===== config.mk =====
export PLATFORM = sky130hd
export DESIGN_NAME = sram_host
export DESIGN_NICKNAME = d
export VERILOG_FILES = /design/src/sram_host.v /design/src/cycle_timer.v
export VERILOG_INCLUDE_DIRS = /design/src /design/src/src
export SDC_FILE = /design/constraint.sdc
export NUM_CORES = 1
export LEC_CHECK = 0
export BUFFER_PORTS_ARGS = -buffer_cell sky130_fd_sc_hd__clkbuf_2
export CAP_MARGIN = 0
export CORE_MARGIN = 5
export CORE_UTILIZATION = 50
export DETAILED_ROUTE_END_ITERATION = 8
export PLACE_DENSITY_LB_ADDON = 0.15
export RECOVER_POWER = 50
export SLEW_MARGIN = 5
export SYNTH_ARGS = -nofsm -noshare
export SYNTH_HDL_FRONTEND = slang
export SYNTH_HIERARCHICAL = 1
export SYNTH_SLANG_ARGS = --single-unit

===== constraint.sdc =====
create_clock -name ref_clk -period 2.3 [get_ports ref_clk]
set_input_delay 0.345 -clock ref_clk [delete_from_list [all_inputs] [get_ports ref_clk]]
set_output_delay 0.345 -clock ref_clk [all_outputs]
set_load 0.02 [all_outputs]

===== src/sram_host_defs.vh =====
// Purpose: Timing constants for the asynchronous 16K x 1 memory host
// Assumes: ref_clk at 125 MHz (8 ns period)
// Notes:   Notes on behaviour list below
//
// Notes on behaviour
// - Strobe high with select low is a read; memory drives the bit.
// - With select low, address may change every address access time.
// - Host keeps select or strobe high while the address changes.
// - Host makes each write cycle last at least the grade cycle time.
// - Host holds write strobe low at least the grade pulse width.
// - Host holds select low a minimum time before write end.
// - Address valid from write start, held to end, set up before end.
// - Input bit set up before the rising edge ending the write.
// - Write begins at the later falling of select or strobe.
`ifndef SRAM_HOST_DEFS_VH
`define SRAM_HOST_DEFS_VH

// ----------------------------------------------------------------
// Clock and geometry
// ----------------------------------------------------------------
`define CLK_PERIOD_NS       8
`define ADDR_WIDTH          14

// ----------------------------------------------------------------
// Fastest-grade times in ns (defaults)
// ----------------------------------------------------------------
`define ACCESS_NS           25
`define WRITE_CYCLE_NS      20
`define WRITE_PULSE_NS      15
`define SELECT_TO_END_NS    20
`define ADDR_SETUP_END_NS   20
`define DATA_SETUP_NS       15
`define OUTPUT_FLOAT_NS     20

// Round up to whole clocks, never below one
`define NS_TO_CLK(t) ((((t) + `CLK_PERIOD_NS - 1) / `CLK_PERIOD_NS) < 1 ? 1 : \
	(((t) + `CLK_PERIOD_NS - 1) / `CLK_PERIOD_NS))

`endif


===== src/sram_host.v =====
// Purpose: Clocked host that reads and writes an async 16K x 1 memory
// Assumes: One request at a time; memory pins driven straight from flops
// Notes:   Write is strobe controlled with select fall first; reads
//          sample after the access time rounded up to clocks
//          Timing counts are cut to the four-bit timer width
`timescale 1ns/100ps
`default_nettype none
`include "sram_host_defs.vh"

module sram_host #(
	parameter ADDR_WIDTH   = `ADDR_WIDTH,
	parameter ACCESS_NS    = `ACCESS_NS,
	parameter WCYCLE_NS    = `WRITE_CYCLE_NS,
	parameter WPULSE_NS    = `WRITE_PULSE_NS,
	parameter SEL_END_NS   = `SELECT_TO_END_NS,
	parameter ADDR_END_NS  = `ADDR_SETUP_END_NS,
	parameter DSETUP_NS    = `DATA_SETUP_NS,
	parameter FLOAT_NS     = `OUTPUT_FLOAT_NS
) (
	input  wire                  ref_clk,
	input  wire                  sys_rst,
	input  wire                  req_valid,
	input  wire                  req_write,
	input  wire [ADDR_WIDTH-1:0] req_addr,
	input  wire                  req_data,
	output reg                   req_ready,
	output reg                   rsp_valid,
	output reg                   rsp_data,
	output reg                   select_n,
	output reg                   write_n,
	output reg  [ADDR_WIDTH-1:0] cell_address,
	output reg                   data_in,
	input  wire                  data_out
);

	// ----------------------------------------------------------------
	// Derived clock counts
	// ----------------------------------------------------------------
	// Whole-clock counts, rounded up, never below one
	localparam integer RD_INT   = `NS_TO_CLK(ACCESS_NS);
	localparam integer WPUL_INT = `NS_TO_CLK(WPULSE_NS);
	localparam integer SEL_INT  = `NS_TO_CLK(SEL_END_NS);
	localparam integer ADR_INT  = `NS_TO_CLK(ADDR_END_NS);
	localparam integer DSU_INT  = `NS_TO_CLK(DSETUP_NS);
	localparam integer WCYC_INT = `NS_TO_CLK(WCYCLE_NS);
	localparam integer FLT_INT  = `NS_TO_CLK(FLOAT_NS);

	// Cut to the timer width on purpose
	localparam [3:0] RD_CLK   = RD_INT[3:0];
	localparam [3:0] PULSE_A  = WPUL_INT[3:0];
	localparam [3:0] PULSE_B  = SEL_INT[3:0];
	localparam [3:0] PULSE_C  = ADR_INT[3:0];
	localparam [3:0] PULSE_D  = DSU_INT[3:0];
	localparam [3:0] WCYC_CLK = WCYC_INT[3:0];
	localparam [3:0] FLT_CLK  = FLT_INT[3:0];

	function [3:0] max2;
		input [3:0] a;
		input [3:0] b;
		begin
			max2 = (a > b) ? a : b;
		end
	endfunction

	// Difference that stops at zero instead of wrapping
	function [3:0] sub_sat;
		input [3:0] a;
		input [3:0] b;
		begin
			sub_sat = (a > b) ? (a - b) : 4'h0;
		end
	endfunction

	// Strobe low long enough for pulse, select, address and data setup
	localparam [3:0] WP_CLK = max2(max2(PULSE_A, PULSE_B),
		max2(PULSE_C, PULSE_D));

	// Gap after select rises: rest of the write cycle, at least float time
	localparam [3:0] WGAP_CLK = max2(sub_sat(WCYC_CLK, WP_CLK + 4'h1),
		FLT_CLK) - 4'h1;

	// ----------------------------------------------------------------
	// States
	// ----------------------------------------------------------------
	localparam [2:0] S_IDLE  = 3'h0;
	localparam [2:0] S_RACC  = 3'h1;
	localparam [2:0] S_WSET  = 3'h2;
	localparam [2:0] S_WPUL  = 3'h3;
	localparam [2:0] S_WEND  = 3'h4;
	localparam [2:0] S_GAP   = 3'h5;

	reg  [2:0] state;
	reg  [2:0] next_state;
	reg        t_load;
	reg  [3:0] t_value;
	wire       t_done;

	// One shared wait timer for every timed phase
	cycle_timer #(
		.WIDTH (4)
	) u_timer (
		.ref_clk (ref_clk),
		.sys_rst (sys_rst),
		.load    (t_load),
		.value   (t_value),
		.done    (t_done)
	);

	// ----------------------------------------------------------------
	// Next state and timer loads
	// ----------------------------------------------------------------
	always @* begin
		next_state = state;
		t_load     = 1'b0;
		t_value    = 4'h0;
		case (state)
		S_IDLE: begin
			if (req_valid && req_ready) begin
				t_load = 1'b1;
				if (req_write) begin
					next_state = S_WSET;
					t_value    = 4'h0;
				end else begin
					next_state = S_RACC;
					t_value    = RD_CLK - 4'h1;
				end
			end
		end
		S_RACC: begin
			// Wait out the access time
			if (t_done)
				next_state = S_GAP;
		end
		S_WSET: begin
			// Strobe falls one clock after select and address
			next_state = S_WPUL;
			t_load     = 1'b1;
			t_value    = WP_CLK - 4'h1;
		end
		S_WPUL: begin
			if (t_done)
				next_state = S_WEND;
		end
		S_WEND: begin
			next_state = S_GAP;
			t_load     = 1'b1;
			t_value    = WGAP_CLK;
		end
		S_GAP: begin
			// After a read the timer is already zero
			if (t_done)
				next_state = S_IDLE;
		end
		default: next_state = S_IDLE;
		endcase
	end

	// ----------------------------------------------------------------
	// Pin and response registers
	// ----------------------------------------------------------------
	always @(posedge ref_clk) begin
		if (sys_rst) begin
			state        <= S_IDLE;
			select_n     <= 1'b1;
			write_n      <= 1'b1;
			cell_address <= {ADDR_WIDTH{1'b0}};
			data_in      <= 1'b0;
			req_ready    <= 1'b0;
			rsp_valid    <= 1'b0;
			rsp_data     <= 1'b0;
		end else begin
			state     <= next_state;
			rsp_valid <= 1'b0;
			case (state)
			S_IDLE: begin
				// Take one request; address and data go out with select
				req_ready <= 1'b1;
				if (req_valid && req_ready) begin
					req_ready    <= 1'b0;
					// Address set while strobe is high; select falls on the same edge
					cell_address <= req_addr;
					data_in      <= req_data;
					select_n     <= 1'b0;
				end
			end
			S_RACC: begin
				// Sample the bit, then deselect before any address change
				if (t_done) begin
					rsp_valid <= 1'b1;
					rsp_data  <= data_out;
					select_n  <= 1'b1;
				end
			end
			S_WSET: begin
				// Address and data have stood one clock already
				write_n <= 1'b0;
			end
			S_WPUL: begin
				// Strobe rise ends the write with select still low
				if (t_done)
					write_n <= 1'b1;
			end
			S_WEND: begin
				// Address and data hold past the strobe rise
				select_n  <= 1'b1;
				rsp_valid <= 1'b1;
				rsp_data  <= data_in;
			end
			S_GAP: begin
				// Ready again once the gap has run out
				if (t_done)
					req_ready <= 1'b1;
			end
			default: begin
				select_n <= 1'b1;
				write_n  <= 1'b1;
			end
			endcase
		end
	end

endmodule // sram_host

`default_nettype wire


===== src/cycle_timer.v =====
// Purpose: Down counter that reports when a loaded wait has run out
// Assumes: load has priority over counting
// Notes:   done is high while the count is zero
`timescale 1ns/100ps
`default_nettype none

module cycle_timer #(
	parameter WIDTH = 4
) (
	input  wire             ref_clk,
	input  wire             sys_rst,
	input  wire             load,
	input  wire [WIDTH-1:0] value,
	output wire             done
);

	reg [WIDTH-1:0] count;

	always @(posedge ref_clk) begin
		if (sys_rst)
			count <= {WIDTH{1'b0}};
		else if (load)
			count <= value;
		else if (count != {WIDTH{1'b0}})
			count <= count - 1'b1;
	end

	assign done = (count == {WIDTH{1'b0}});

endmodule // cycle_timer

`default_nettype wire


==> results of run 1 <==
==> flip-flops by register name (all words and copies together), names as in the netlist <==
name	flops
rsp_valid	1
req_ready	1
u_timer/count	4
select_n	1
rsp_data	1
cell_address	14
write_n	1
data_in	1
state	3
==> power by group through the flow <==
stage | Clock (mW) | Combinational [mW] | Sequential [mW]
after CTS | 0.212 | 0.830 | 0.720
after global routing | 0.244 | 0.883 | 0.739
after floorplan | 0 | 0.666 | 0.752
after detailed placement | 0 | 0.824 | 0.732
final | 0.197 | 0.790 | 0.715
after global placement | 0 | 0.807 | 0.724
==> cell usage in the layout, fill, tap and decap left out, types with 2 or more instances in the layout <==
cell type	n
clkbuf_1	21
buf_4	2
or2_1	2
a21oi_1	19
nor3_1	3
a21o_1	2
nor2b_1	4
dfxtp_1	27
conb_1	2
o22ai_1	2
nand3b_1	2
clkbuf_2	19
clkbuf_4	3
nand2_1	4
inv_1	3
a211oi_1	4
nand3_1	15
o21ai_1	20
xnor2_1	2
nand2b_1	4
and4bb_1	2
==> worst max-delay path: stages (launching register included) <==
cell	delay [ps]
dfxtp_1	690
nand4bb_4	360
o21ai_1	170
or2_2	360
o32ai_1	210
==> cell usage after synthesis, types with 2 or more instances <==
cell type  number
dfxtp_1        27
o21ai_1        20
a21oi_1        19
nand3_1        15
buf_2           5
a211oi_1        4
nand2_1         4
nand2b_1        4
nor2b_1         4
clkbuf_1        3
inv_1           3
nor3_1          3
a21o_1          2
and4bb_1        2
buf_12          2
buf_4           2
buf_6           2
nand3b_1        2
o22ai_1         2
or2_1           2
xnor2_1         2
==> final timing paths <==
path	start	endpoint	slack [ps]	depth (start not counted)
worst max-delay path	state[0]	u_timer/count[3]	420	4
worst min-delay path	req_addr[6]	cell_address[6]	250	3
worst max register to register	state[0]	u_timer/count[3]	420	4
worst min register to register	select_n	select_n	470	2
==> cells by family after synthesis <==
kind of cell	synth area share [%]
AO/OA/AOI/OAI	22.6
XOR/XNOR	1.93
adder cells (fa/ha/maj)	0.920
buffers and inverters	9.47
flip-flops	39.7
multiplexers	0.828
other	0.276
AND/OR/NAND/NOR	24.2
==> layout make-up <==
cell class              count  area, um2
multi-input cells         109        688
well taps                  31       38.8
repair buffers             41        185
fillers                   282       1190
inverters                   4       15.0
clock buffers               4       26.3
flip-flops and latches     27        541
==> layer usage <==
layer,track usage [%],up-vias
li1,-,610
met1,21.6,553
met2,24.4,26
met3,3.60,2
met4,3.25,0
met5,0,-
==> stage by stage <==
stage / setup WS, ps / area (um2) / cells
2_1_floorplan: 732 / 1360 / 154
3_5_place_dp: 469 / 1500 / 212
6_report: 419 / 1490 / 216
5_1_grt: 252 / 1490 / 216
4_1_cts: 445 / 1530 / 216
3_3_place_gp: 524 / 1500 / 212
==> impl_metrics.json, run 1 <==
{
  "status": "complete, no violations",
  "synth_top_area_share_pct": 39.7,
  "synth-edff-count": 0,
  "cp-start-kind": "register",
  "synth_area_leaders": "dfxtp_1 40%, o21ai_1 7.4%, a21oi_1 7.0%",
  "diodes": 0,
  "clkPwrFrac_pct": 11.6,
  "met2_length_um": 1350,
  "period_share_pct": 81.8,
  "syn_inst": 153,
  "worst_pin_slew_ps": 649,
  "holdWs_ps": 246,
  "die_w_um": 62.2,
  "tritoncts": "done",
  "p_int_mw": 0.985,
  "path_max_fanout": 19,
  "antenna_found_initial": 0,
  "globalplace.congestion": 0.673,
  "die-area_um2": 3860,
  "syn-cell-area_um2": 1360,
  "start_util_pct": 50.6,
  "setup_violations": 0,
  "grt_overflow": 0,
  "final_nets": 207,
  "p_leak_nw": 0.549,
  "ir_drop_uv": 614,
  "synth_top_area_cell": "dfxtp_1",
  "core_um2": 2690,
  "timing.fmax_ghz": 0.532,
  "first_pass_iters": 4,
  "holdBufCountCts": 0,
  "max_slew_margin_pct": 56.5,
  "htreeDepth": 1,
  "worstSetupPathType": "register to register",
  "end_kind": "register",
  "viasPerCell": 5.51,
  "hold_class": "primary input to register",
  "root_buffer": "clkbuf_4",
  "synth_seq_cells": 27,
  "synth_seq_area_share_pct": 39.7,
  "grt_pass1_wl_um": 5200,
  "ctsResizeCount": 0,
  "async_reset_ff_share_pct": 0,
  "rows": 19,
  "route.met3.wl_um": 136,
  "grt_pass1_vias": 1149,
  "routedWlPerCell_um": 13.5,
  "insertion_delay_ps": 310,
  "post_synth.cell_area_avg_um2": 8.89,
  "p_switching_mw": 0.717,
  "pwr-share-seq_pct": 42.0,
  "timing.critical_path.required_ps": 2530,
  "fin_crit_ps": 1880,
  "yosysUniqueCellTypes": 45,
  "drive_gt1_share_pct": 17.3,
  "top_layer": "met4",
  "first_iter_violations": 34,
  "p_per_area_nw_per_um2": 1140,
  "slew_violations": 0,
  "max_cap_violations": 0,
  "swShare_pct": 42.1,
  "post-route-util_pct": 55.6,
  "grt.total_usage_pct": 15.5,
  "numPortBuffers": 39,
  "hold_viol": 0,
  "ios": 40,
  "grt_max_degree": 29,
  "cts_buffers": 3,
  "die_h_um": 62.2,
  "drt_wl_total_um": 2910,
  "cts_setup_buffers": 0,
  "clk_path_buf_depth": 2,
  "wl_met1_um": 1420,
  "finalPower_mw": 1.70,
  "final_antenna_net_count": 0,
  "cts_sinks": 27,
  "syn_to_final_growth_pct": 9.84,
  "dp_hpwl_um": 2050,
  "vias": 1191,
  "fin_skew_ps": 5.61,
  "cts.clk_slew.worst_paths_ps": 140,
  "ys_warn_count": 6,
  "rsz0062_at_grt": "no",
  "setup-tns-final_ps": 0,
  "remaining_drc_errors": 0,
  "synthFlopType": "dfxtp_1",
  "cp.arrival_ps": 2110,
  "p_comb_share_pct": 46.4
}
Note: power is estimated with default switching activity, not from simulation.
==> run 2: changes to the inputs <==
==> constraint.sdc (replaced) <==
create_clock -name ref_clk -period 1.9 [get_ports ref_clk]
set_input_delay 0.285 -clock ref_clk [delete_from_list [all_inputs] [get_ports ref_clk]]
set_output_delay 0.285 -clock ref_clk [all_outputs]
set_load 0.02 [all_outputs]
==> run 2 against run 1 <==
Against the previous run:
- sequential share of layout area down 0.86 points
- register-to-register slack worse by 210 ps
- sequential power is 16% higher
- first-iteration DRC count up 32%
- critical path depth increased by 2
- clock power increased by 29%
- largest power group unchanged
==> impl_metrics.json, run 2 (synthesized netlist as in run 1, its figures left out) <==
{
  "status": "complete, no violations",
  "timing.critical_path.required_ps": 2150,
  "fillers": 272,
  "p_per_area_nw_per_um2": 1400,
  "p_switching_mw": 0.908,
  "worstSetupPathType": "register to register",
  "first_pass_iters": 4,
  "critPathSlowestCell": "nor3b_4",
  "final_nets": 211,
  "antenna_found_initial": 0,
  "max_slew_margin_pct": 58.7,
  "period_share_pct": 88.9,
  "vias": 1238,
  "die_w_um": 62.2,
  "setup_violations": 0,
  "die-area_um2": 3860,
  "cts_sinks": 27,
  "dp_hpwl_um": 2230,
  "mostFrequentLayoutCell": "dfxtp_1",
  "numPortBuffers": 39,
  "path_max_fanout": 10,
  "p_int_mw": 1.23,
  "layout_common_cells": "27 x dfxtp_1, 21 x clkbuf_1, 19 x o21ai_1, 19 x a21oi_1, 19 x clkbuf_2",
  "critPathMaxStageDelay_ps": 420,
  "end_kind": "register",
  "grt_max_degree": 23,
  "routedWlPerCell_um": 14.4,
  "final_antenna_net_count": 0,
  "tritoncts": "done",
  "slew_violations": 0,
  "p_leak_nw": 0.570,
  "insertion_delay_ps": 330,
  "clkPwrFrac_pct": 11.9,
  "cp.arrival_ps": 1940,
  "rr_startpoint": "u_timer/count[0]",
  "cp-startpoint": "u_timer/count[0]",
  "swShare_pct": 42.4,
  "ir_drop_uv": 713,
  "ios": 40,
  "clk_path_buf_depth": 2,
  "top_regs": "cell_address (14), u_timer/count (4), state (3)",
  "htreeDepth": 1,
  "die_h_um": 62.2,
  "holdWs_ps": 172,
  "rsz0062_at_grt": "no",
  "ctsResizeCount": 0,
  "fin_skew_ps": 6.92,
  "worstReg2RegEnd": "rsp_data",
  "fin_crit_ps": 1690,
  "grt.total_usage_pct": 17.0,
  "viasPerCell": 5.63,
  "setup-tns-final_ps": 0,
  "ff2ff_setup_slack_ps": 210,
  "globalplace.congestion": 0.780,
  "diodes": 0,
  "remaining_drc_errors": 0,
  "cts_buffers": 3,
  "rr_worst_depth": 6,
  "worst_pin_slew_ps": 620,
  "syn_to_final_growth_pct": 12.5,
  "max_cap_violations": 0,
  "start_util_pct": 50.6,
  "grt_pass1_vias": 1207,
  "core_um2": 2690,
  "grt_pass1_wl_um": 5480,
  "timing.fmax_ghz": 0.592,
  "cts.clk_slew.worst_paths_ps": 150,
  "rows": 19,
  "regMostFlops": "cell_address",
  "cp-start-kind": "register",
  "p_comb_share_pct": 49.6,
  "first_iter_violations": 45,
  "pwr-share-seq_pct": 38.6,
  "grt_overflow": 0,
  "hold_viol": 0,
  "endpoint": "rsp_data",
  "drive_gt1_share_pct": 19.0,
  "cts_setup_buffers": 0,
  "hold_class": "primary input to register",
  "worstPathCellList": "inv_1 -> ha_1 -> nor3b_4 -> and4bb_1 -> nand2_1 -> a311oi_1",
  "drt_wl_total_um": 3160,
  "holdBufCountCts": 0,
  "root_buffer": "clkbuf_4",
  "largest_reg_flops": 14
}
-- run 2: cell count changes in the layout (fill, tap and decap cells not counted), sizes merged --
| cell | before | now |
|---|---|---|
| buf | 2 | 6 |
-- run 2: through the flow --
step	total power [mW]	setup slack (ps)	cells	area (um2)	util (%)
finish	2.14	210	220	1530	57.0
global route	2.32	43.6	220	1530	57.0
CTS	2.19	204	220	1560	57.9
detailed placement	1.92	243	216	1530	56.9
global placement	1.88	322	216	1530	56.9
floorplan	1.72	332	154	1360	-
-- run 2: critical path, delay by kind of cell (launching register included) --
kind / cells / cell delay (ps)
and+or+nand+nor: 3 / 760
DFF: 1 / 350
AOI/OAI and AO/OA: 1 / 230
adders and majority gates: 1 / 190
buffers and inverters: 1 / 90
-- run 2: worst min-delay path by stage --
stage	start	slack (ps)	end	depth (start not counted)
global route	req_addr[5]	150	cell_address[5]	3
detailed placement	cell_address[0]	470	cell_address[0]	2
floorplan	sys_rst	360	u_timer/count[2]	1
CTS	req_data	150	data_in	3
finish	req_data	170	data_in	3
global placement	select_n	450	select_n	2
-- run 2: power groups by stage --
| stage | sequential, mW | combinational [mW] | clock, mW |
|---|---|---|---|
| after floorplan | 0.910 | 0.807 | 0 |
| after global placement | 0.830 | 1.05 | 0 |
| after detailed placement | 0.839 | 1.08 | 0 |
| after CTS | 0.827 | 1.09 | 0.271 |
| after global routing | 0.851 | 1.17 | 0.296 |
| final | 0.826 | 1.06 | 0.254 |
-- run 2: layout make-up --
type | count | area [um2] | share of cell area (%)
well taps | 31 | 38.8 | 2.53
multi-input cells | 109 | 694 | 45.4
repair buffers | 45 | 215 | 14.1
clock buffers | 4 | 26.3 | 1.72
inverters | 4 | 15.0 | 0.981
flip-flops and latches | 27 | 541 | 35.3
-- run 2: per-layer routing --
layer / GRT usage [%] / part of all wire (%) / vias to the layer above
met5: 0 / 0 / -
met4: 8.40 / 1.7 / 0
met3: 3.60 / 4.2 / 5
met2: 26.6 / 47 / 28
met1: 21.8 / 47 / 585
li1: - / - / 620
